==> config.mk <==
export PLATFORM = sky130hd
export DESIGN_NAME = ccp_mode_control
export DESIGN_NICKNAME = d
export VERILOG_FILES = /design/src/hw/ccp_pkg.sv /design/src/hw/ccp_pin_sync.sv /design/src/hw/ccp_capture_prescale.sv /design/src/hw/ccp_mode_control.sv
export VERILOG_INCLUDE_DIRS = /design/src /design/src/hw
export SDC_FILE = /design/constraint.sdc
export NUM_CORES = 1
export LEC_CHECK = 0
export ABC_AREA = 0
export BUFFER_PORTS_ARGS = -buffer_cell sky130_fd_sc_hd__buf_2
export CORE_AREA = 2 2 99 101
export DETAILED_ROUTE_END_ITERATION = 10
export DIE_AREA = 0 0 101 103
export RECOVER_POWER = 100
export SLEW_MARGIN = 20
export SYNTH_ARGS = -nofsm -noshare
export SYNTH_HDL_FRONTEND = slang
export SYNTH_SLANG_ARGS = --single-unit
==> constraint.sdc <==
create_clock -name sys_clk_in -period 2 [get_ports sys_clk_in]
set_input_delay 0.2 -clock sys_clk_in [delete_from_list [all_inputs] [get_ports sys_clk_in]]
set_output_delay 0.2 -clock sys_clk_in [all_outputs]
set_load 0.05 [all_outputs]
==> src/hw/ccp_mode_control_defines.svh <==
// Named offsets, field positions, codes and reset values of the unit.
`ifndef CCP_MODE_CONTROL_DEFINES_SVH
`define CCP_MODE_CONTROL_DEFINES_SVH

// Register byte offsets on the AHB-Lite slave.
`define CCP_OFS_CTRL        8'h00
`define CCP_OFS_DUTY_HI     8'h04
`define CCP_OFS_STATUS      8'h08
`define CCP_OFS_CLEAR       8'h0C
`define CCP_OFS_ENABLE      8'h10
`define CCP_OFS_STATE       8'h14

// Field positions inside the control register.
`define CCP_CTRL_MODE_LSB   0
`define CCP_CTRL_MODE_MSB   3
`define CCP_CTRL_DUTY_LSB   4
`define CCP_CTRL_DUTY_MSB   5

// Event bits of the status, clear and enable registers.
`define CCP_EV_MATCH        0
`define CCP_EV_TRIG         1

// Bits of the read-only state register.
`define CCP_STATE_PIN_OUT   0
`define CCP_STATE_PIN_IN    1
`define CCP_STATE_UNIT_OFF  2

// Mode select codes.
`define CCP_MODE_OFF        4'h0
`define CCP_MODE_CAP_FALL   4'h4
`define CCP_MODE_CAP_RISE   4'h5
`define CCP_MODE_CAP_RISE4  4'h6
`define CCP_MODE_CAP_RISE16 4'h7
`define CCP_MODE_CMP_SET    4'h8
`define CCP_MODE_CMP_CLR    4'h9
`define CCP_MODE_CMP_SWI    4'hA
`define CCP_MODE_CMP_TRIG   4'hB
`define CCP_GRP_CAPTURE     2'h1
`define CCP_GRP_COMPARE     2'h2
`define CCP_GRP_PWM         2'h3

// Edge prescaler terminal counts.
`define CCP_PS4_LAST        4'h3
`define CCP_PS16_LAST       4'hF
`define CCP_PS_ZERO         4'h0
`define CCP_PS_ONE          4'h1

// Reset values.
`define CCP_CTRL_RST        6'h00
`define CCP_DUTY_HI_RST     8'h00
`define CCP_EV_RST          2'h0
`define CCP_DUTY_RST        10'h000

// AHB-Lite encodings.
`define CCP_HTRANS_ACT_BIT  1
`define CCP_HRESP_OKAY      1'h0

`endif

==> src/hw/ccp_pkg.sv <==
// Types shared by the capture/compare mode control unit.
package ccp_pkg;

  typedef struct packed {
    logic [1:0] duty_low_bits;
    logic [3:0] mode_select;
  } ccp_ctrl_t;

  typedef struct packed {
    logic       valid;
    logic       write;
    logic [7:0] offset;
  } ccp_ahb_addr_t;

  typedef struct packed {
    logic trig;
    logic match;
  } ccp_events_t;

  typedef struct packed {
    logic level;
    logic rise;
    logic fall;
  } ccp_pin_t;

endpackage : ccp_pkg

==> src/hw/ccp_pin_sync.sv <==
// Three-stage synchroniser and edge detector for the capture pin.
module ccp_pin_sync
  import ccp_pkg::*;
(
  // Clock, reset and enable.
  input  wire logic     sys_clk_in,
  input  wire logic     rst_n_in,
  input  wire logic     ce_in,
  // Pin and result.
  input  wire logic     pin_in,
  output ccp_pin_t      pin_out
);

  logic [2:0] sync_reg;
  logic [2:0] sync_next;
  logic       level_reg;
  logic       level_next;

  // A change counts only once the second and third stages agree.
  always_comb begin
    sync_next  = {sync_reg[1:0], pin_in};
    level_next = level_reg;
    if (sync_reg[1] == sync_reg[2]) begin
      level_next = sync_reg[2];
    end
  end

  always_ff @(posedge sys_clk_in) begin
    if (!rst_n_in) begin
      sync_reg  <= 3'h0;
      level_reg <= 1'h0;
    end else if (ce_in) begin
      sync_reg  <= sync_next;
      level_reg <= level_next;
    end
  end

  assign pin_out.level = level_reg;
  assign pin_out.rise  = ce_in & level_next & ~level_reg;
  assign pin_out.fall  = ce_in & ~level_next & level_reg;

endmodule : ccp_pin_sync

==> src/hw/ccp_capture_prescale.sv <==
// Capture edge selection with the rising edge prescale counter.
module ccp_capture_prescale
  import ccp_pkg::*;
(
  // Clock, reset and enable.
  input  wire logic       sys_clk_in,
  input  wire logic       rst_n_in,
  input  wire logic       ce_in,
  // Mode and edges.
  input  wire logic [3:0] mode_in,
  input  ccp_pin_t        pin_in,
  // Capture decision.
  output logic            capture_out
);

  `include "ccp_mode_control_defines.svh"

  logic [3:0] count_reg;
  logic [3:0] count_next;
  logic       is_capture;
  logic [3:0] last_count;

  assign is_capture = (mode_in[3:2] == `CCP_GRP_CAPTURE);
  assign last_count = (mode_in == `CCP_MODE_CAP_RISE16) ? `CCP_PS16_LAST
                                                        : `CCP_PS4_LAST;

  always_comb begin
    count_next  = count_reg;
    capture_out = 1'b0;
    if (!is_capture) begin
      // The counter is held clear whenever the unit is off or not capturing.
      count_next = `CCP_PS_ZERO;
    end else begin
      unique case (mode_in)
        `CCP_MODE_CAP_FALL: begin
          capture_out = pin_in.fall;
        end
        `CCP_MODE_CAP_RISE: begin
          capture_out = pin_in.rise;
        end
        `CCP_MODE_CAP_RISE4, `CCP_MODE_CAP_RISE16: begin
          if (pin_in.rise) begin
            if (count_reg == last_count) begin
              count_next  = `CCP_PS_ZERO;
              capture_out = 1'b1;
            end else begin
              count_next = count_reg + `CCP_PS_ONE;
            end
          end
        end
        default: begin
          capture_out = 1'b0;
        end
      endcase
    end
  end

  always_ff @(posedge sys_clk_in) begin
    if (!rst_n_in) begin
      count_reg <= `CCP_PS_ZERO;
    end else if (ce_in) begin
      count_reg <= count_next;
    end
  end

endmodule : ccp_capture_prescale

==> src/hw/ccp_mode_control.sv <==
// Control register, mode decoder and event logic of the capture/compare unit.
//
// The register addresses and the AHB-Lite interface to the registers were left to the implementer.
module ccp_mode_control
  import ccp_pkg::*;
(
  // Clock, reset and enable.
  input  wire logic        sys_clk_in,
  input  wire logic        rst_n_in,
  input  wire logic        ce_in,
  // AHB-Lite slave.
  input  wire logic        hsel_in,
  input  wire logic [31:0] haddr_in,
  input  wire logic [1:0]  htrans_in,
  input  wire logic        hwrite_in,
  input  wire logic [2:0]  hsize_in,
  input  wire logic [31:0] hwdata_in,
  input  wire logic        hready_in,
  output logic             hreadyout_out,
  output logic             hresp_out,
  output logic [31:0]      hrdata_out,
  // Unit pins and datapath links.
  input  wire logic        capture_pin_in,
  input  wire logic        cmp_match_in,
  input  wire logic        adc_enable_in,
  output logic             compare_pin_out,
  output logic             capture_strobe_out,
  output logic             timer_reset_out,
  output logic             adc_start_out,
  output logic             pwm_mode_out,
  output logic [9:0]       pwm_duty_out,
  output logic             unit_reset_out,
  // Interrupt.
  output logic             irq_out
);

  `include "ccp_mode_control_defines.svh"

  // Bus address phase and read data.
  ccp_ahb_addr_t addr_reg;
  ccp_ahb_addr_t addr_next;
  logic [31:0]   rdata_reg;
  logic [31:0]   rdata_next;

  // Software registers.
  ccp_ctrl_t     ctrl_reg;
  ccp_ctrl_t     ctrl_next;
  logic [7:0]    duty_hi_reg;
  logic [7:0]    duty_hi_next;
  ccp_events_t   status_reg;
  ccp_events_t   status_next;
  ccp_events_t   enable_reg;
  ccp_events_t   enable_next;
  logic          irq_reg;
  logic          irq_next;

  // Unit outputs.
  logic          pin_out_reg;
  logic          pin_out_next;
  logic          strobe_reg;
  logic          strobe_next;
  logic          trig_reg;
  logic          trig_next;
  logic          adc_reg;
  logic          adc_next;
  logic [9:0]    duty_reg;
  logic [9:0]    duty_next;
  logic          off_reg;
  logic          off_next;
  logic          pwm_reg;
  logic          pwm_next;

  // Decode and event terms.
  ccp_pin_t      pin_sync;
  logic          cap_hit;
  logic          cmp_hit;
  logic          is_off;
  logic          is_compare;
  logic          is_pwm;
  logic          addr_take;
  logic          wr_en;
  ccp_events_t   events;
  ccp_events_t   clear_mask;
  logic [3:0]    mode;

  // The capture pin is asynchronous; only its synchronised level and edges
  // are used below.
  ccp_pin_sync u_pin_sync (
    .sys_clk_in (sys_clk_in),
    .rst_n_in   (rst_n_in),
    .ce_in      (ce_in),
    .pin_in     (capture_pin_in),
    .pin_out    (pin_sync)
  );

  // The prescaler clears itself whenever the unit leaves capture mode.
  ccp_capture_prescale u_prescale (
    .sys_clk_in  (sys_clk_in),
    .rst_n_in    (rst_n_in),
    .ce_in       (ce_in),
    .mode_in     (mode),
    .pin_in      (pin_sync),
    .capture_out (cap_hit)
  );

  // Codes 0001 to 0011 fall in no group, so the unit idles with no events.
  assign mode       = ctrl_reg.mode_select;
  assign is_off     = (mode == `CCP_MODE_OFF);
  assign is_compare = (mode[3:2] == `CCP_GRP_COMPARE);
  assign is_pwm     = (mode[3:2] == `CCP_GRP_PWM);
  // A match counts only in the compare group and while the clock runs.
  assign cmp_hit    = ce_in & cmp_match_in & is_compare;

  // The slave never stalls, except that a low enable freezes the bus too.
  assign hreadyout_out = ce_in;
  assign hresp_out     = `CCP_HRESP_OKAY;
  assign hrdata_out    = rdata_reg;

  assign addr_take = hsel_in & htrans_in[`CCP_HTRANS_ACT_BIT] & hready_in;
  assign wr_en     = addr_reg.valid & addr_reg.write;

  // Address phase capture and read data, ready for the data phase.
  // Read data is fetched in the address phase, so a read whose address
  // phase overlaps the data phase of a write to the same register returns
  // the old value.
  always_comb begin
    addr_next  = addr_reg;
    rdata_next = rdata_reg;
    if (hready_in) begin
      addr_next.valid  = addr_take;
      addr_next.write  = hwrite_in;
      addr_next.offset = haddr_in[7:0];
    end
    if (addr_take && !hwrite_in) begin
      rdata_next = 32'h0000_0000;
      unique case (haddr_in[7:0])
        `CCP_OFS_CTRL: begin
          // Bits seven and six are not stored and read as zero.
          rdata_next[5:0] = ctrl_reg;
        end
        `CCP_OFS_DUTY_HI: begin
          rdata_next[7:0] = duty_hi_reg;
        end
        `CCP_OFS_STATUS: begin
          rdata_next[1:0] = status_reg;
        end
        `CCP_OFS_ENABLE: begin
          rdata_next[1:0] = enable_reg;
        end
        `CCP_OFS_CLEAR: begin
          // The clear register is write-only and reads as zero.
          rdata_next = 32'h0000_0000;
        end
        `CCP_OFS_STATE: begin
          rdata_next[`CCP_STATE_PIN_OUT]  = pin_out_reg;
          rdata_next[`CCP_STATE_PIN_IN]   = pin_sync.level;
          rdata_next[`CCP_STATE_UNIT_OFF] = off_reg;
        end
        default: begin
          rdata_next = 32'h0000_0000;
        end
      endcase
    end
  end

  always_ff @(posedge sys_clk_in) begin
    if (!rst_n_in) begin
      addr_reg  <= '0;
      rdata_reg <= 32'h0000_0000;
    end else if (ce_in) begin
      addr_reg  <= addr_next;
      rdata_reg <= rdata_next;
    end
  end

  // Register writes land at the end of the data phase.
  always_comb begin
    ctrl_next    = ctrl_reg;
    duty_hi_next = duty_hi_reg;
    enable_next  = enable_reg;
    clear_mask   = `CCP_EV_RST;
    if (wr_en) begin
      unique case (addr_reg.offset)
        `CCP_OFS_CTRL: begin
          ctrl_next.mode_select =
            hwdata_in[`CCP_CTRL_MODE_MSB:`CCP_CTRL_MODE_LSB];
          ctrl_next.duty_low_bits =
            hwdata_in[`CCP_CTRL_DUTY_MSB:`CCP_CTRL_DUTY_LSB];
        end
        `CCP_OFS_DUTY_HI: begin
          duty_hi_next = hwdata_in[7:0];
        end
        `CCP_OFS_CLEAR: begin
          clear_mask = hwdata_in[1:0];
        end
        `CCP_OFS_ENABLE: begin
          enable_next = hwdata_in[1:0];
        end
        `CCP_OFS_STATUS, `CCP_OFS_STATE: begin
          // Both registers are read-only, so a write leaves them alone.
          ctrl_next = ctrl_reg;
        end
        default: begin
          ctrl_next = ctrl_reg;
        end
      endcase
    end
  end

  // Sticky events; a new event wins over a clear in the same cycle.
  always_comb begin
    events.match = cap_hit | cmp_hit;
    events.trig  = cmp_hit & (mode == `CCP_MODE_CMP_TRIG);
    // Clearing is write-one: a zero bit in the clear word leaves its flag.
    status_next  = (status_reg & ~clear_mask) | events;
    irq_next     = |(status_next & enable_next);
  end

  always_ff @(posedge sys_clk_in) begin
    if (!rst_n_in) begin
      ctrl_reg    <= `CCP_CTRL_RST;
      duty_hi_reg <= `CCP_DUTY_HI_RST;
      enable_reg  <= `CCP_EV_RST;
      status_reg  <= `CCP_EV_RST;
      irq_reg     <= 1'b0;
    end else if (ce_in) begin
      ctrl_reg    <= ctrl_next;
      duty_hi_reg <= duty_hi_next;
      enable_reg  <= enable_next;
      status_reg  <= status_next;
      irq_reg     <= irq_next;
    end
  end

  // Registered from the next values, so the interrupt rises in the same
  // cycle as the flag that raises it.
  assign irq_out = irq_reg;

  // Compare output latch, capture strobe, trigger and PWM duty.
  always_comb begin
    pin_out_next = pin_out_reg;
    // The off mode forces the latch to its default low level.
    if (is_off) begin
      pin_out_next = 1'b0;
    end else if (cmp_hit && mode == `CCP_MODE_CMP_SET) begin
      pin_out_next = 1'b1;
    end else if (cmp_hit && mode == `CCP_MODE_CMP_CLR) begin
      pin_out_next = 1'b0;
    end
    // Software interrupt and trigger modes leave the latch alone.
    strobe_next = cap_hit;
    trig_next   = events.trig;
    adc_next    = events.trig & adc_enable_in;
    off_next    = is_off;
    pwm_next    = is_pwm;
    // Outside PWM the duty word is zero, so no stale value leaks out.
    duty_next   = `CCP_DUTY_RST;
    if (is_pwm) begin
      duty_next = {duty_hi_reg, ctrl_reg.duty_low_bits};
    end
  end

  always_ff @(posedge sys_clk_in) begin
    if (!rst_n_in) begin
      pin_out_reg <= 1'b0;
      strobe_reg  <= 1'b0;
      trig_reg    <= 1'b0;
      adc_reg     <= 1'b0;
      duty_reg    <= `CCP_DUTY_RST;
      off_reg     <= 1'b1;
      pwm_reg     <= 1'b0;
    end else if (ce_in) begin
      pin_out_reg <= pin_out_next;
      strobe_reg  <= strobe_next;
      trig_reg    <= trig_next;
      adc_reg     <= adc_next;
      duty_reg    <= duty_next;
      off_reg     <= off_next;
      pwm_reg     <= pwm_next;
    end
  end

  assign compare_pin_out    = pin_out_reg;
  assign capture_strobe_out = strobe_reg;
  assign timer_reset_out    = trig_reg;
  assign adc_start_out      = adc_reg;
  assign pwm_mode_out       = pwm_reg;
  assign pwm_duty_out       = duty_reg;
  assign unit_reset_out     = off_reg;

endmodule : ccp_mode_control

==> flow_summary.toml <==
[worst_setup_path]
rr_worst_depth = 5
rr_endpoint = "duty_hi_reg[4]"
start_kind = "flop"
crit_arrival_ns = 2.06
worstSetupEndpointType = "flop"
r2r_slack_ns = 0.17
criticalPathCategory = "flop to flop"
critPathRequiredTime_ns = 2.23
max_stage_delay_ns = 0.56
path_cells = "nor4_2 > nand3_1 > or3_1 > mux2i_1 > nor2b_1"
regToRegStartpoint = "addr_reg[7]"
crit_fanout = 8
crit_buf_inv = 0
slowest_stage = "or3_1"
path_delay_family = "simple AND/OR/NAND/NOR gates"

[global_route]
overflow = 0
grt_max_degree = 45
grtUsageTotal = 0.129
grt_pass1_vias = 2115
antenna_found_initial = 0
grt_first_pass_wirelength_um = 10400

[finish]
syn_to_final_growth_pct = 13.2
layout-drive-gt1-share = 0.136
seqCellArea_mm2 = 0.00122
multi_input_area_mm2 = 0.00150
antenna_cells = 0
finalNetCount = 448
n_fill_cell = 983
final_area_mm2 = 0.00331
fin_cells = 488

[clocking]
numCtsBuffers = 9
htree_levels = 3
worstSkewPairLatency_ns = 0.34
post_cts.repair.setup_buffers = 0
cts-root-buf = "clkbuf_8"
holdBufCountCts = 0
cts_tree = "yes"
ctsLongestPathBuffers = 2
cts_resized = 0
cts.clk_slew.worst_paths_ns = 0.07
cts.sinks = 61

[synth]
ys.warnings.count = 0
synth.area.top_cells = "dfxtp_1, mux2i_1, nor2b_1"
syn_avg_cell_area_um2 = 9.15
yosys_register_bits = 61
ys.flop_type = "dfxtp_1"
yosysSeqAreaShare = 0.417
synth_cells = 320
netlist_area_mm2 = 0.00293
async_flop_share = 0
ys_types = 51
synth_top_cell_area_share = 0.417
synth_edf_count = 0
yosysTopAreaCell = "dfxtp_1"

[die]
dieHeight_um = 103
io_pins = 129
die_area_mm2 = 0.0104
die_w_um = 101
core.rowCount = 36
initial_core_util = 0.309
core_area_mm2 = 0.00946

[power]
intPower_mw = 1.82
p_switching_mw = 0.658
clockPowerShare = 0.391
p_seq_frac = 0.503
pwr-share-comb = 0.106
leakage_nw = 1.32
power.density_mw_per_mm2 = 747
swShare = 0.266
ir_worst_vdd_mv = 0.249

[timing]
slew_viol_final = 45
worstMarginPinSlew_ns = 1.52
finClkSkew_ns = 0.00965
setup_tns_ns = 0
final_hold_viol_count = 0
fin_crit_ns = 1.83
clock.fmax_ghz = 0.546
rsz0062_at_grt = "no"
finalSetupViolCount = 0
finalCritPeriodShare = 0.916
fin_ws_ns = 0.168
fin_hold_ws_ns = 0.111
slew_headroom = -0.0147

[drt]
drt-pass1-iter-count = 4
wl_um = 6640
drc = 0
ant_nets = 0
wl_per_cell_um = 13.6
vias = 2305
routed_via_density = 4.72
dr.first_iter.drc_count = 103

[outcome]
status = "complete, but fails checks"
violations = "capacitance limit, slew limit"

[job]
maxCapViolCount = 1

[placement]
postPlaceCellArea_mm2 = 0.00319
dpl_worst_slack_ns = 0.188
place_inst = 472
gp_congestion = 0.752
portBuffers = 51
hpwl_um = 4800

[worst_hold_path]
min_from = "haddr_in[6]"
hold_path_depth = 3
hold_end = "addr_reg[6]"
hp-class = "input pin to flop"
-- power groups by stage --
stage / logic [mW] / clock network (mW) / registers (mW)
detailed placement: 0.265 / 0 / 1.27
finish: 0.262 / 0.967 / 1.25
global placement: 0.261 / 0 / 1.27
CTS: 0.265 / 0.993 / 1.24
floorplan: 0.237 / 0 / 1.27
global route: 0.283 / 1.05 / 1.25
-- worst max path at each step --
stage | startpoint | end | slack (ns) | cells after the start
after CTS | addr_reg[7] | duty_hi_reg[6] | 0.17 | 5
after floorplan | mode[0] | irq_out | 0.42 | 6
after detailed placement | addr_reg[7] | duty_hi_reg[4] | 0.19 | 5
after global routing | addr_reg[7] | duty_hi_reg[1] | 0.01 | 5
after global placement | addr_reg[7] | duty_hi_reg[7] | 0.22 | 5
final | addr_reg[7] | duty_hi_reg[4] | 0.17 | 5
-- Yosys cell counts, types with 2 or more instances --
cell,instances
buf_4,27
nand4b_1,3
nor3b_1,2
mux2i_1,25
nand2_1,36
nand3_1,5
a21oi_1,7
and2_1,7
o21ai_0,13
and3_1,2
nor2_1,8
a32oi_1,2
o22a_1,2
buf_2,3
xor2_1,2
nor2b_1,37
mux2_2,2
a21o_1,2
a22oi_1,13
clkbuf_1,13
a21boi_0,13
nor3_1,2
dfxtp_1,61
nand4_1,5
nand2b_1,2
-- cells in the final DEF (no fill, tap or decap), types with 2 or more instances in the layout --
cell	n
nand4b_1	3
nor2b_1	37
o21ai_0	14
mux2_2	2
mux2i_1	25
clkbuf_1	31
nand2b_1	2
nor3b_1	2
a32oi_1	2
dfxtp_1	61
o22a_1	2
buf_2	24
nor3_1	2
nand3_1	5
and2_0	3
a21boi_0	14
and2_1	4
nand4_1	5
a21o_1	2
nor2_1	8
clkbuf_8	11
nand2_1	36
xor2_1	2
conb_1	25
and3_1	2
a22oi_1	13
buf_4	6
a21oi_1	7
-- logic make-up after synthesis --
kind of cell               after synthesis  synth area share
and+or+nand+nor                        121             0.232
DFF                                     61             0.417
AOI/OAI and AO/OA                       60             0.146
buffers and inverters                   46            0.0975
muxes                                   27            0.0932
xor gates and xnor gates                 3           0.00898
adders and majority gates                1           0.00427
other                                    1           0.00128
-- per-layer routing --
layer / vias to the layer above / global-route usage / wire (um)
li1: 1164 / - / -
met5: - / 0 / 0
met2: 56 / 0.211 / 3150
met1: 1075 / 0.158 / 3090
met4: 0 / 0.0686 / 135
met3: 10 / 0.0325 / 268
-- per-stage QoR --
step | total power, mW | util
2_1_floorplan | 1.51 | -
3_3_place_gp | 1.53 | 0.337
3_5_place_dp | 1.54 | 0.337
4_1_cts | 2.50 | 0.355
5_1_grt | 2.58 | 0.350
6_report | 2.47 | 0.350
-- layout make-up --
class                   instances  area share
repair buffers                 58      0.0819
well taps                     114      0.0431
flip-flops and latches         61       0.369
clock inverters                 1     0.00151
multi-input cells             237       0.452
clock buffers                  15      0.0502
inverters                       2     0.00227
-- tightest hold or removal path, delay by kind of cell --
kind                   cells  cell delay [ns]
AND/OR/NAND/NOR            1             0.04
AO/OA/AOI/OAI              1             0.06
buffers and inverters      1             0.10
(Power assumes the default switching activity.)
